## src/hw/uart_baud_params.svh

```systemverilog
// Purpose: offsets, fields, reset values and counts of the baud and error control block
// Assumes: APB with 32-bit data, one aligned word per register
// Notes:   definitions only
`ifndef UART_BAUD_PARAMS_SVH
`define UART_BAUD_PARAMS_SVH

`define ADDR_WIDTH        12
`define OFF_DATA_DIVISOR  12'h000
`define OFF_MODE          12'h004
`define OFF_PRESCALER     12'h008
`define OFF_STATUS        12'h00C
`define OFF_FLAG_CLEAR    12'h010
`define OFF_LAUNCH        12'h014
`define OFF_HALT          12'h018
`define OFF_ACTIVE        12'h01C
`define OFF_IRQ_MASK      12'h020
`define OFF_CHAN_CONTROL  12'h024

`define DIV_MSB           15
`define DIV_LSB           9
`define DATA_MSB          7
`define SRC_SEL_BIT       15
`define PRS_LOW_LSB       0
`define PRS_HIGH_LSB      4
`define ST_FRAME_BIT      2
`define ST_PARITY_BIT     1
`define ST_OVERRUN_BIT    0
`define ST_FULL_BIT       5
`define ST_ERR_MASK       3'h7
`define CTL_PARITY_BIT    0
`define CTL_ODD_BIT       1

`define RST_DIVISOR       7'h02
`define RST_PRESCALER     8'h00
`define RST_MODE_SEL      1'h0
`define DATA_BITS         8

`endif

```

## src/hw/uart_baud_pkg.sv

```systemverilog
// Purpose: types shared by the baud and error control block
// Assumes: nothing
// Notes:   receiver states only
package uart_baud_pkg;
	typedef enum logic [2:0] {RX_IDLE, RX_START, RX_DATA, RX_PARITY, RX_STOP} rx_state_type;
endpackage

```

## src/hw/baud_tick_gen.sv

```systemverilog
// Purpose: prescaler select and half-bit tick generator
// Assumes: divisor held stable while the channel runs
// Notes:   two ticks per serial bit
`timescale 1ns/1ps
`default_nettype none
`include "uart_baud_params.svh"
module baud_tick_gen (
	input  wire logic       clock,
	input  wire logic       resetn,
	input  wire logic       run,
	input  wire logic       restart,
	input  wire logic       srcSel,
	input  wire logic [7:0] prescaler,
	input  wire logic [6:0] divisor,
	output logic            halfTick
);
	logic [14:0] preCount_r;
	logic [3:0]  power;
	logic        opClkEn;
	logic [6:0]  divCount_r;

	assign power = srcSel ? prescaler[`PRS_HIGH_LSB +: 4] : prescaler[`PRS_LOW_LSB +: 4];

	always_ff @(posedge clock) begin
		if (!resetn) begin
			preCount_r <= 15'h0000;
		end else begin
			preCount_r <= preCount_r + 15'h0001;
		end
	end

	// operation clock enable: fclk / 2^power
	always_comb begin
		logic [14:0] lowMask;
		lowMask = 15'h0000;
		lowMask = (15'h0001 << power) - 15'h0001;
		opClkEn = (preCount_r & lowMask) == lowMask;
	end

	always_ff @(posedge clock) begin
		if (!resetn || !run || restart) begin
			divCount_r <= divisor;
			halfTick   <= 1'b0;
		end else if (opClkEn) begin
			if (divCount_r == 7'h00) begin
				divCount_r <= divisor;
				halfTick   <= 1'b1;
			end else begin
				divCount_r <= divCount_r - 7'h01;
				halfTick   <= 1'b0;
			end
		end else begin
			halfTick <= 1'b0;
		end
	end
endmodule
`default_nettype wire

```

## src/hw/uart_baud_and_error_control.sv

```systemverilog
// Purpose: baud generation, prescaler select, receive sampling and error flags of one channel
// Assumes: rxd synchronous to clock; APB slave with zero wait states
// Notes:   interrupt is high while an unmasked status bit is set
`timescale 1ns/1ps
`default_nettype none
`include "uart_baud_params.svh"
// Contract
// - bit rate is operation clock over divisor plus one, halved
// - mode bit 15 selects low or high prescaler field; fclk over 2^p
// - sample points follow divisor after start bit; stop before last point
// - data register read clears buffer full and re-enables reception
// - writing one to flag-clear bit clears matching error flag
// - halt bit clears active and stops; launch bit sets active and runs
module uart_baud_and_error_control (
	input  wire logic                   clock,
	input  wire logic                   resetn,
	input  wire logic                   psel,
	input  wire logic                   penable,
	input  wire logic                   pwrite,
	input  wire logic [`ADDR_WIDTH-1:0] paddr,
	input  wire logic [31:0]            pwdata,
	output logic      [31:0]            prdata,
	output logic                        pready,
	output logic                        pslverr,
	input  wire logic                   rxd,
	output logic                        irq
);
	logic [6:0]  divisor_r;
	logic        srcSel_r;
	logic [7:0]  prescaler_r;
	logic        active_r;
	logic [2:0]  errFlags_r;
	logic        full_r;
	logic [7:0]  rxData_r;
	logic [3:0]  mask_r;
	logic [1:0]  ctl_r;
	logic        halfTick;
	logic        wrEn;
	logic        rdEn;
	logic        mapped;
	uart_baud_pkg::rx_state_type state_r;
	logic [3:0]  bitCnt_r;
	logic        phase_r;
	logic [7:0]  shift_r;
	logic        parAcc_r;
	logic        frameDone;
	logic        setFrame;
	logic        setParity;
	logic        setOverrun;
	logic        startSeen;
	logic [3:0]  statusBits;
	logic        dataRead;

	assign wrEn = psel && penable && pwrite;
	assign rdEn = psel && penable && !pwrite;
	assign pready = 1'b1;
	assign mapped = (paddr <= `OFF_CHAN_CONTROL) && (paddr[1:0] == 2'b00);
	assign pslverr = psel && penable && !mapped;

	baud_tick_gen u_tick (
		.clock     (clock),
		.resetn    (resetn),
		.run       (active_r),
		.restart   (startSeen),
		.srcSel    (srcSel_r),
		.prescaler (prescaler_r),
		.divisor   (divisor_r),
		.halfTick  (halfTick)
	);

	// configuration registers
	always_ff @(posedge clock) begin
		if (!resetn) begin
			divisor_r   <= `RST_DIVISOR;
			srcSel_r    <= `RST_MODE_SEL;
			prescaler_r <= `RST_PRESCALER;
			mask_r      <= 4'h0;
			ctl_r       <= 2'b00;
		end else if (wrEn) begin
			case (paddr)
				`OFF_DATA_DIVISOR: divisor_r   <= pwdata[`DIV_MSB:`DIV_LSB];
				`OFF_MODE:         srcSel_r    <= pwdata[`SRC_SEL_BIT];
				`OFF_PRESCALER:    prescaler_r <= pwdata[7:0];
				`OFF_IRQ_MASK:     mask_r      <= pwdata[3:0];
				`OFF_CHAN_CONTROL: ctl_r       <= pwdata[1:0];
				default: ;
			endcase
		end
	end

	// channel enable status
	always_ff @(posedge clock) begin
		if (!resetn) begin
			active_r <= 1'b0;
		end else if (wrEn && paddr == `OFF_HALT && pwdata[0]) begin
			active_r <= 1'b0;
		end else if (wrEn && paddr == `OFF_LAUNCH && pwdata[0]) begin
			active_r <= 1'b1;
		end
	end

	// receiver: phase_r 0..1 picks half, full bit; samples at bit centres
	assign startSeen = active_r && state_r == uart_baud_pkg::RX_IDLE && !rxd;
	always_ff @(posedge clock) begin
		if (!resetn || !active_r) begin
			state_r  <= uart_baud_pkg::RX_IDLE;
			bitCnt_r <= 4'h0;
			phase_r  <= 1'b0;
			shift_r  <= 8'h00;
			parAcc_r <= 1'b0;
		end else begin
			case (state_r)
				uart_baud_pkg::RX_IDLE: begin
					if (!rxd) begin
						state_r <= uart_baud_pkg::RX_START;
						phase_r <= 1'b0;
					end
				end
				uart_baud_pkg::RX_START: begin
					if (halfTick) begin
						// start bit centre: confirm low
						state_r  <= rxd ? uart_baud_pkg::RX_IDLE : uart_baud_pkg::RX_DATA;
						bitCnt_r <= 4'h0;
						phase_r  <= 1'b0;
						parAcc_r <= ctl_r[`CTL_ODD_BIT];
					end
				end
				uart_baud_pkg::RX_DATA: begin
					if (halfTick) begin
						phase_r <= !phase_r;
						if (phase_r) begin
							shift_r  <= {rxd, shift_r[7:1]};
							parAcc_r <= parAcc_r ^ rxd;
							bitCnt_r <= bitCnt_r + 4'h1;
							if (bitCnt_r == 4'(`DATA_BITS - 1)) begin
								state_r <= ctl_r[`CTL_PARITY_BIT] ? uart_baud_pkg::RX_PARITY
								                                   : uart_baud_pkg::RX_STOP;
							end
						end
					end
				end
				uart_baud_pkg::RX_PARITY: begin
					if (halfTick) begin
						phase_r <= !phase_r;
						if (phase_r) begin
							parAcc_r <= parAcc_r ^ rxd;
							state_r  <= uart_baud_pkg::RX_STOP;
						end
					end
				end
				uart_baud_pkg::RX_STOP: begin
					if (halfTick) begin
						phase_r <= !phase_r;
						if (phase_r) begin
							state_r <= uart_baud_pkg::RX_IDLE;
						end
					end
				end
				default: state_r <= uart_baud_pkg::RX_IDLE;
			endcase
		end
	end

	assign frameDone = active_r && state_r == uart_baud_pkg::RX_STOP && halfTick && phase_r;
	assign setFrame = frameDone && !rxd;
	assign setParity = frameDone && ctl_r[`CTL_PARITY_BIT] && parAcc_r;
	assign dataRead = rdEn && paddr == `OFF_DATA_DIVISOR;
	// a frame landing on a full buffer is dropped and counted as overrun, unless the data register is read in that cycle
	assign setOverrun = frameDone && full_r && !dataRead;

	// received data and buffer-full flag
	always_ff @(posedge clock) begin
		if (!resetn) begin
			full_r   <= 1'b0;
			rxData_r <= 8'h00;
		end else if (frameDone && !setOverrun) begin
			full_r   <= 1'b1;
			rxData_r <= shift_r;
		end else if (dataRead) begin
			full_r <= 1'b0;
		end
	end

	// sticky error flags: set wins over clear
	always_ff @(posedge clock) begin
		if (!resetn) begin
			errFlags_r <= 3'h0;
		end else begin
			errFlags_r <= (errFlags_r
				& ~((wrEn && paddr == `OFF_FLAG_CLEAR) ? pwdata[2:0] & `ST_ERR_MASK : 3'h0))
				| {setFrame, setParity, setOverrun};
		end
	end

	assign statusBits = {full_r, errFlags_r};
	assign irq = |(statusBits & mask_r);

	// read data latched in the setup cycle, held until the next read
	always_ff @(posedge clock) begin
		if (!resetn) begin
			prdata <= 32'h0000_0000;
		end else if (psel && !penable && !pwrite) begin
			case (paddr)
				`OFF_DATA_DIVISOR: prdata <= {16'h0000, divisor_r, 1'b0, rxData_r};
				`OFF_MODE:         prdata <= {16'h0000, srcSel_r, 15'h0000};
				`OFF_PRESCALER:    prdata <= {24'h00_0000, prescaler_r};
				`OFF_STATUS:       prdata <= {26'h000_0000, full_r, 2'b00, errFlags_r};
				`OFF_ACTIVE:       prdata <= {31'h0000_0000, active_r};
				`OFF_IRQ_MASK:     prdata <= {28'h000_0000, mask_r};
				`OFF_CHAN_CONTROL: prdata <= {30'h0000_0000, ctl_r};
				default:           prdata <= 32'h0000_0000;
			endcase
		end
	end
endmodule
`default_nettype wire

```

## config.mk

```make
export PLATFORM = sky130hd
export DESIGN_NAME = uart_baud_and_error_control
export DESIGN_NICKNAME = d
export VERILOG_FILES = /design/src/hw/uart_baud_pkg.sv /design/src/hw/baud_tick_gen.sv /design/src/hw/uart_baud_and_error_control.sv
export VERILOG_INCLUDE_DIRS = /design/src /design/src/hw
export SDC_FILE = /design/constraint.sdc
export NUM_CORES = 1
export LEC_CHECK = 0
export BUFFER_PORTS_ARGS = -buffer_cell sky130_fd_sc_hd__buf_4
export CAP_MARGIN = 20
export CORE_UTILIZATION = 56
export CTS_CLUSTER_DIAMETER = 40
export DETAILED_ROUTE_END_ITERATION = 10
export GPL_ROUTABILITY_DRIVEN = 0
export GPL_TIMING_DRIVEN = 1
export MAX_ROUTING_LAYER = met4
export PLACE_DENSITY = 0.82
export SYNTH_ARGS = -nofsm -noshare
export SYNTH_HDL_FRONTEND = slang
export SYNTH_SLANG_ARGS = --single-unit
```

## constraint.sdc

```tcl
create_clock -name clock -period 3.3 [get_ports clock]
set_input_delay 0.33 -clock clock [delete_from_list [all_inputs] [get_ports clock]]
set_output_delay 0.33 -clock clock [all_outputs]
set_load 0.02 [all_outputs]
```

# ---- After elaboration in Yosys (flattened, before gate mapping)
# Cells that the tools add are included.
dict set report word_totals {
  ff_bits 107
  input_bits 50
  out_inout_bits 35
  wordCells 151
}
dict set report classes {
  n_addsub 4
  n_lt_le_gt_ge 1
  n_eq_ne 27
  shifts 1
  mux 33
  bitwise_logic 8
  n_reduce_logical 59
}
# cell count
set ops {}
lappend ops {{$pmux W16 S7} 1}
lappend ops {{$eq A12 B5 Y1 const B} 4}
lappend ops {{$mux W3} 11}
lappend ops {{$eq A12 B4 Y1 const B} 2}
lappend ops {{$eq A12 B6 Y1 const B} 2}
lappend ops {{$logic_and A1 B1 Y1} 24}
lappend ops {{$mux W7} 3}
lappend ops {{$mux W4} 4}
lappend ops {{$add A15 B1 Y15 const B} 1}
lappend ops {{$and A15 B15 Y15} 1}
lappend ops {{$eq A15 B15 Y1} 1}
lappend ops {{$pmux W3 S5} 1}
lappend ops {{$shl A1 B4 Y15 const A} 1}
lappend ops {{$sub A15 B1 Y15 const B} 1}
lappend ops {{$ne A2 B1 Y1 const B} 7}
lappend ops {{$eq A12 B3 Y1 const B} 1}
lappend ops {{$le A12 B6 Y1 const B} 1}
lappend ops {{$logic_not A12 Y1} 1}
lappend ops {{$reduce_and A4 Y1} 3}
lappend ops {{$ne A2 B2 Y1 const B} 5}
lappend ops {{$reduce_and A2 Y1} 5}
lappend ops {{$logic_not A1 Y1} 9}
lappend ops {{$mux W1} 9}
lappend ops {{$reduce_and A9 Y1} 1}
lappend ops {{26 further kinds} 34}

# ---- Logic depth before layout (Yosys ltp)
dict set report depth {
  word_depth 9
  mapped_depth 13
  depth_no_buf 9
}

# ---- Cells and area by module
# From an unflattened synthesis, not the netlist that was laid out.
dict set report hier_totals {
  cells_unflattened 619
  area_unflattened_um2 5218.8
}
# module n_inst cells_per_inst area_per_inst_um2 seq_area_each_um2
set modules_own_cells {}
lappend modules_own_cells {uart_baud_and_error_control 1 422 3598.5 1341.3}
lappend modules_own_cells {baud_tick_gen 1 197 1620.3 530.5}

# ---- Worst setup path after synthesis
# No wires, ideal clock.
dict set report synth_path {
  kind {reg-to-reg}
  start {register srcSel_r}
  end {register u_tick.divCount_r[0], enable pin}
  setup_ns 0.368
  arrival_time_ns 2.465
  required_ns 2.932
  slack_ns 0.468
  path_stages_with_launch 13
  path_buffers 4
  synth_period_minus_slack_ns 2.832
  cell_sequence {dfxtp_1 buf_6 buf_6 buf_6 a21oi_1 nand3b_1 ha_1 clkbuf_1 inv_1 xnor2_1 a2bb2oi_1 o2111ai_1 o21ai_1}
}
dict set report synth_via {
  elab_chain_len 6
}
# element line_no
set synth_rtl {}
lappend synth_rtl {{start: declaration} uart_baud_and_error_control.sv:29} ;# logic srcSel_r;
lappend synth_rtl {{start signal: assignment} uart_baud_and_error_control.sv:75} ;# srcSel_r <= `RST_MODE_SEL;
lappend synth_rtl {{start signal: assignment} uart_baud_and_error_control.sv:82} ;# `OFF_MODE: srcSel_r <= pwdata[`SRC_SEL_BIT];
lappend synth_rtl {{$mux W4 (*)} baud_tick_gen.sv:22} ;# assign power = srcSel ? prescaler[`PRS_HIGH_LSB +: 4] : prescaler[`PRS_LOW_LSB +: 4];
lappend synth_rtl {{$shl A1 B4 Y15 (*)} baud_tick_gen.sv:36} ;# lowMask = (15'h0001 << power) - 15'h0001;
lappend synth_rtl {{$sub A15 B1 Y15 (*)} baud_tick_gen.sv:36}
lappend synth_rtl {{$and A15 B15 Y15} baud_tick_gen.sv:37} ;# opClkEn = (preCount_r & lowMask) == lowMask;
lappend synth_rtl {{$eq A15 B15 Y1 (*)} baud_tick_gen.sv:37}
lappend synth_rtl {{$reduce_bool A2 Y1 (no line) (*)} n/a}
lappend synth_rtl {{end signal: assignment} baud_tick_gen.sv:42} ;# divCount_r <= divisor;
lappend synth_rtl {{end signal: assignment} baud_tick_gen.sv:46} ;# divCount_r <= divisor;
lappend synth_rtl {{end signal: assignment} baud_tick_gen.sv:49} ;# divCount_r <= divCount_r - 7'h01;
lappend synth_rtl {{end: declaration} baud_tick_gen.sv:20} ;# logic [6:0] divCount_r;
# Mark *: on every way between the ends. The rest lies on a longest branch, timed or not.
# A chain may end at the register's enable or synchronous reset.

# ---- Worst setup path in the final report
dict set report layout_path {
  start {register srcSel_r}
  end {register u_tick.divCount_r[3], enable pin}
}
# Same word-level chain as after synthesis.

==> flow_metrics.tcl <==
set metrics [dict create \
    placement.io_buffers 49 \
    grt_max_degree 61 \
    setup_viol 0 \
    cts-hold-fix-buffers 0 \
    worst_pin_slew_ns 0.7616 \
    ant_nets 0 \
    antenna_cells 0 \
    via_per_inst 5.873 \
    synth_cell_types 63 \
    worst_path_most_repeated_cell "buf_4" \
    ios 85 \
    grt_overflow 0 \
    synth-seq-area-share_pct 38.72 \
    skew_ns 0.01093 \
    cts.path.max_buffers 2 \
    avgSynthCellArea_sq_um 8.618 \
    outcome "completed" \
    grt_use_total_pct 27.05 \
    yosys_most_used_dff "dfxtp_1" \
    synth-edff-count 7 \
    maxUsedRoutingLayer "met4" \
    min-delay-start "pwdata[10]" \
    clk_latency_ns 0.37 \
    dieArea_sq_mm 0.009009 \
    core_area_sq_mm 0.008299 \
    fin_cells 708 \
    vdd_drop_max_v 0.0002107 \
    drt_pass1_iterations 7 \
    crit_slowest_cell "or4b_1" \
    grt_pass1_vias 3906 \
    die_h_microns 94.92 \
    antenna_found_initial 0 \
    dp_cells 692 \
    synth_warnings 0 \
    min_path_type "in -> reg" \
    yosys.area.top_type "dfxtp_1" \
    crit_path_max_fanout 18 \
    fp.dieW_microns 94.92 \
    hold_viol 0 \
    rsz0062_at_grt "no" \
    max_stage_delay_ns 0.58 \
    htree_levels 3 \
    cts_root_buf "clkbuf_8" \
    post-route-util_pct 64.96 \
    power.density_mw_per_mm2 374.9 \
    ctsResizeCount 0 \
    cp.required_ns 3.43 \
    hpwl_microns 7904 \
    wl_met2_microns 5358 \
    setup_tns_ns 0 \
    wl_microns 11260 \
    wl_met3_microns 727 \
    synth_top_area_share_pct 34.37 \
    clkTransAtPathRegs_ns 0.10 \
    synth_cells 561 \
    drv_cap 0 \
    post-route-period-util_pct 95.85 \
    path_cells "buf_4, nor3_1, o21ai_0, ha_1, or4b_1, a211oi_1, nor4_1, nand4_1, o21ai_1, buf_4" \
    num-fill-cells 711 \
    wl_per_cell_microns 15.90 \
    finalCriticalPeriod_ns 3.163 \
    initial_core_util_pct 58.25 \
    drive_above_1_share_pct 14.26 \
    yosys-top-cells-area "dfxtp_1 (34%), mux2i_1 (8.7%), nand2_1 (5.2%)" \
    crit_arrival_ns 3.29 \
    numCtsBuffers 9 \
    r2r_start "srcSel_r$_SDFFE_PN0P_" \
    ys_ff_latch 90 \
    p_leak_uw 0.002094 \
    path_delay_family "simple AND/OR/NAND/NOR gates" \
    max-slew-margin-rel_pct 49.12 \
    netlist_area_sq_mm 0.004835 \
    max_freq_mhz 316.2 \
    drv_slew 0 \
    vias 4158 \
    critical_path_class "reg -> reg" \
    syn_to_final_growth_pct 11.52 \
    cts_tree "yes" \
    cp_num_buf_inv 2 \
    post_cts_buffers 0 \
    async_flop_share_pct 0 \
    drtIter0Drc 252 \
    wl_met1_microns 4906 \
    final_nets 653 \
    cp-startpoint "srcSel_r$_SDFFE_PN0P_" \
    start_kind "flip-flop" \
    cts.sinks 90 \
    cp-end-kind "flip-flop" \
    rows 33 \
    reg2reg_slack_ns 0.14 \
    grt_pass1_wl_microns 18360 \
    hold_slack_ns 0.1660 \
    route.detailed.drc 0 \
]
==> worst paths after layout <==
check                                   endpoint  depth (start not counted)
setup / recovery  u_tick.divCount_r[3]$_DFFE_PP_                         10
setup reg to reg  u_tick.divCount_r[3]$_DFFE_PP_                         10
hold reg to reg           prdata[5]$_SDFFE_PN0P_                          2
hold / removal         divisor_r[1]$_SDFFE_PN1P_                          3
==> cells by family after synthesis <==
family,share of synthesized area [%]
AND/OR/NAND/NOR,26.45
AO/OA/AOI/OAI,13.15
flip-flops,38.72
buffers and inverters,6.754
multiplexers,9.860
XOR/XNOR,3.623
adder cells (fa/ha/maj),1.294
other,0.1553
==> cell type report <==
| cell class | instances | area [sq um] | area share [%] |
|---|---|---|---|
| clock buffers | 11 | 151.4 | 2.808 |
| clock inverters | 5 | 60.06 | 1.114 |
| inverters | 12 | 45.04 | 0.8355 |
| multi-input cells | 427 | 2696 | 50.01 |
| flip-flops and latches | 90 | 1872 | 34.72 |
| well taps | 105 | 131.4 | 2.437 |
| repair buffers | 58 | 435.4 | 8.076 |
==> routing by layer <==
layer	up-vias	track usage (%)
li1	2005	-
met1	1963	34.36
met2	158	41.79
met3	32	5.797
met4	0	10.86
met5	-	-
==> cell usage after synthesis, drive strengths merged (2+ instances only) <==
library cell	n
and3	8
nand3b	6
a21boi	13
nand3	21
edfxtp	7
a2111oi	2
a31oi	3
and2	17
dfxtp	83
inv	12
or3	4
nand2	67
o41ai	2
nor4	8
conb	2
and3b	2
a21o	2
o31a	3
buf	26
mux2	5
nand2b	4
o31ai	3
nand4	6
o21bai	2
o22ai	4
mux2i	42
and4b	3
ha	5
o2111ai	2
clkbuf	22
o21a	2
nor3b	3
nor3	10
xnor2	13
xor2	7
o21ai	24
nor2b	35
a22oi	2
or4b	2
nand4b	2
a21oi	27
nor2	35
==> registers in the layout (all words and copies together) (netlist names) <==
signal             count
bitCnt_r               4
active_r               1
ctl_r                  2
state_r                3
prdata                15
shift_r                8
full_r                 1
mask_r                 4
u_tick.divCount_r      7
phase_r                1
srcSel_r               1
errFlags_r             3
rxData_r               8
parAcc_r               1
prescaler_r            8
divisor_r              7
u_tick.halfTick        1
u_tick.preCount_r     15
==> placed cells by master, fill, tap and decap left out, drive strengths merged, types with 5 or more instances in the layout <==
cell    synthesis  routed
edfxtp          7       7
nand4           6       6
mux2            5       5
clkbuf         22      11
conb            2      18
nand3          21      21
dfxtp          83      83
and2           17      17
inv            12      14
nor2           35      35
nand3b          6       6
a21oi          27      27
nor2b          35      35
xnor2          13      13
o21ai          24      24
ha              5       5
mux2i          42      42
nor3           10      10
nand2          67      67
nor4            8       8
buf            26      58
and3            8       8
xor2            7       7
a21boi         13      13
==> per-stage QoR <==
stage               setup WS (ns)  total power (uW)  area, sq um
detailed placement         0.3943              1243         5180
global route              0.03628              2089         5391
floorplan                  0.4679              1210         4895
global placement           0.5393              1242         5180
CTS                        0.2222              2027         5391
finish                     0.1371              2021         5391
==> where the power goes <==
group          switching (uW)  internal [uW]  total, uW
clock                     407            395        802
combinational            68.3           46.8        115
sequential               4.00           1100       1100
==> worst min-delay path: stages <==
cell	delay, ns
buf_4	0.08
mux2i_1	0.05
nand2_1	0.05
Note: power is estimated with default switching activity, not from simulation.
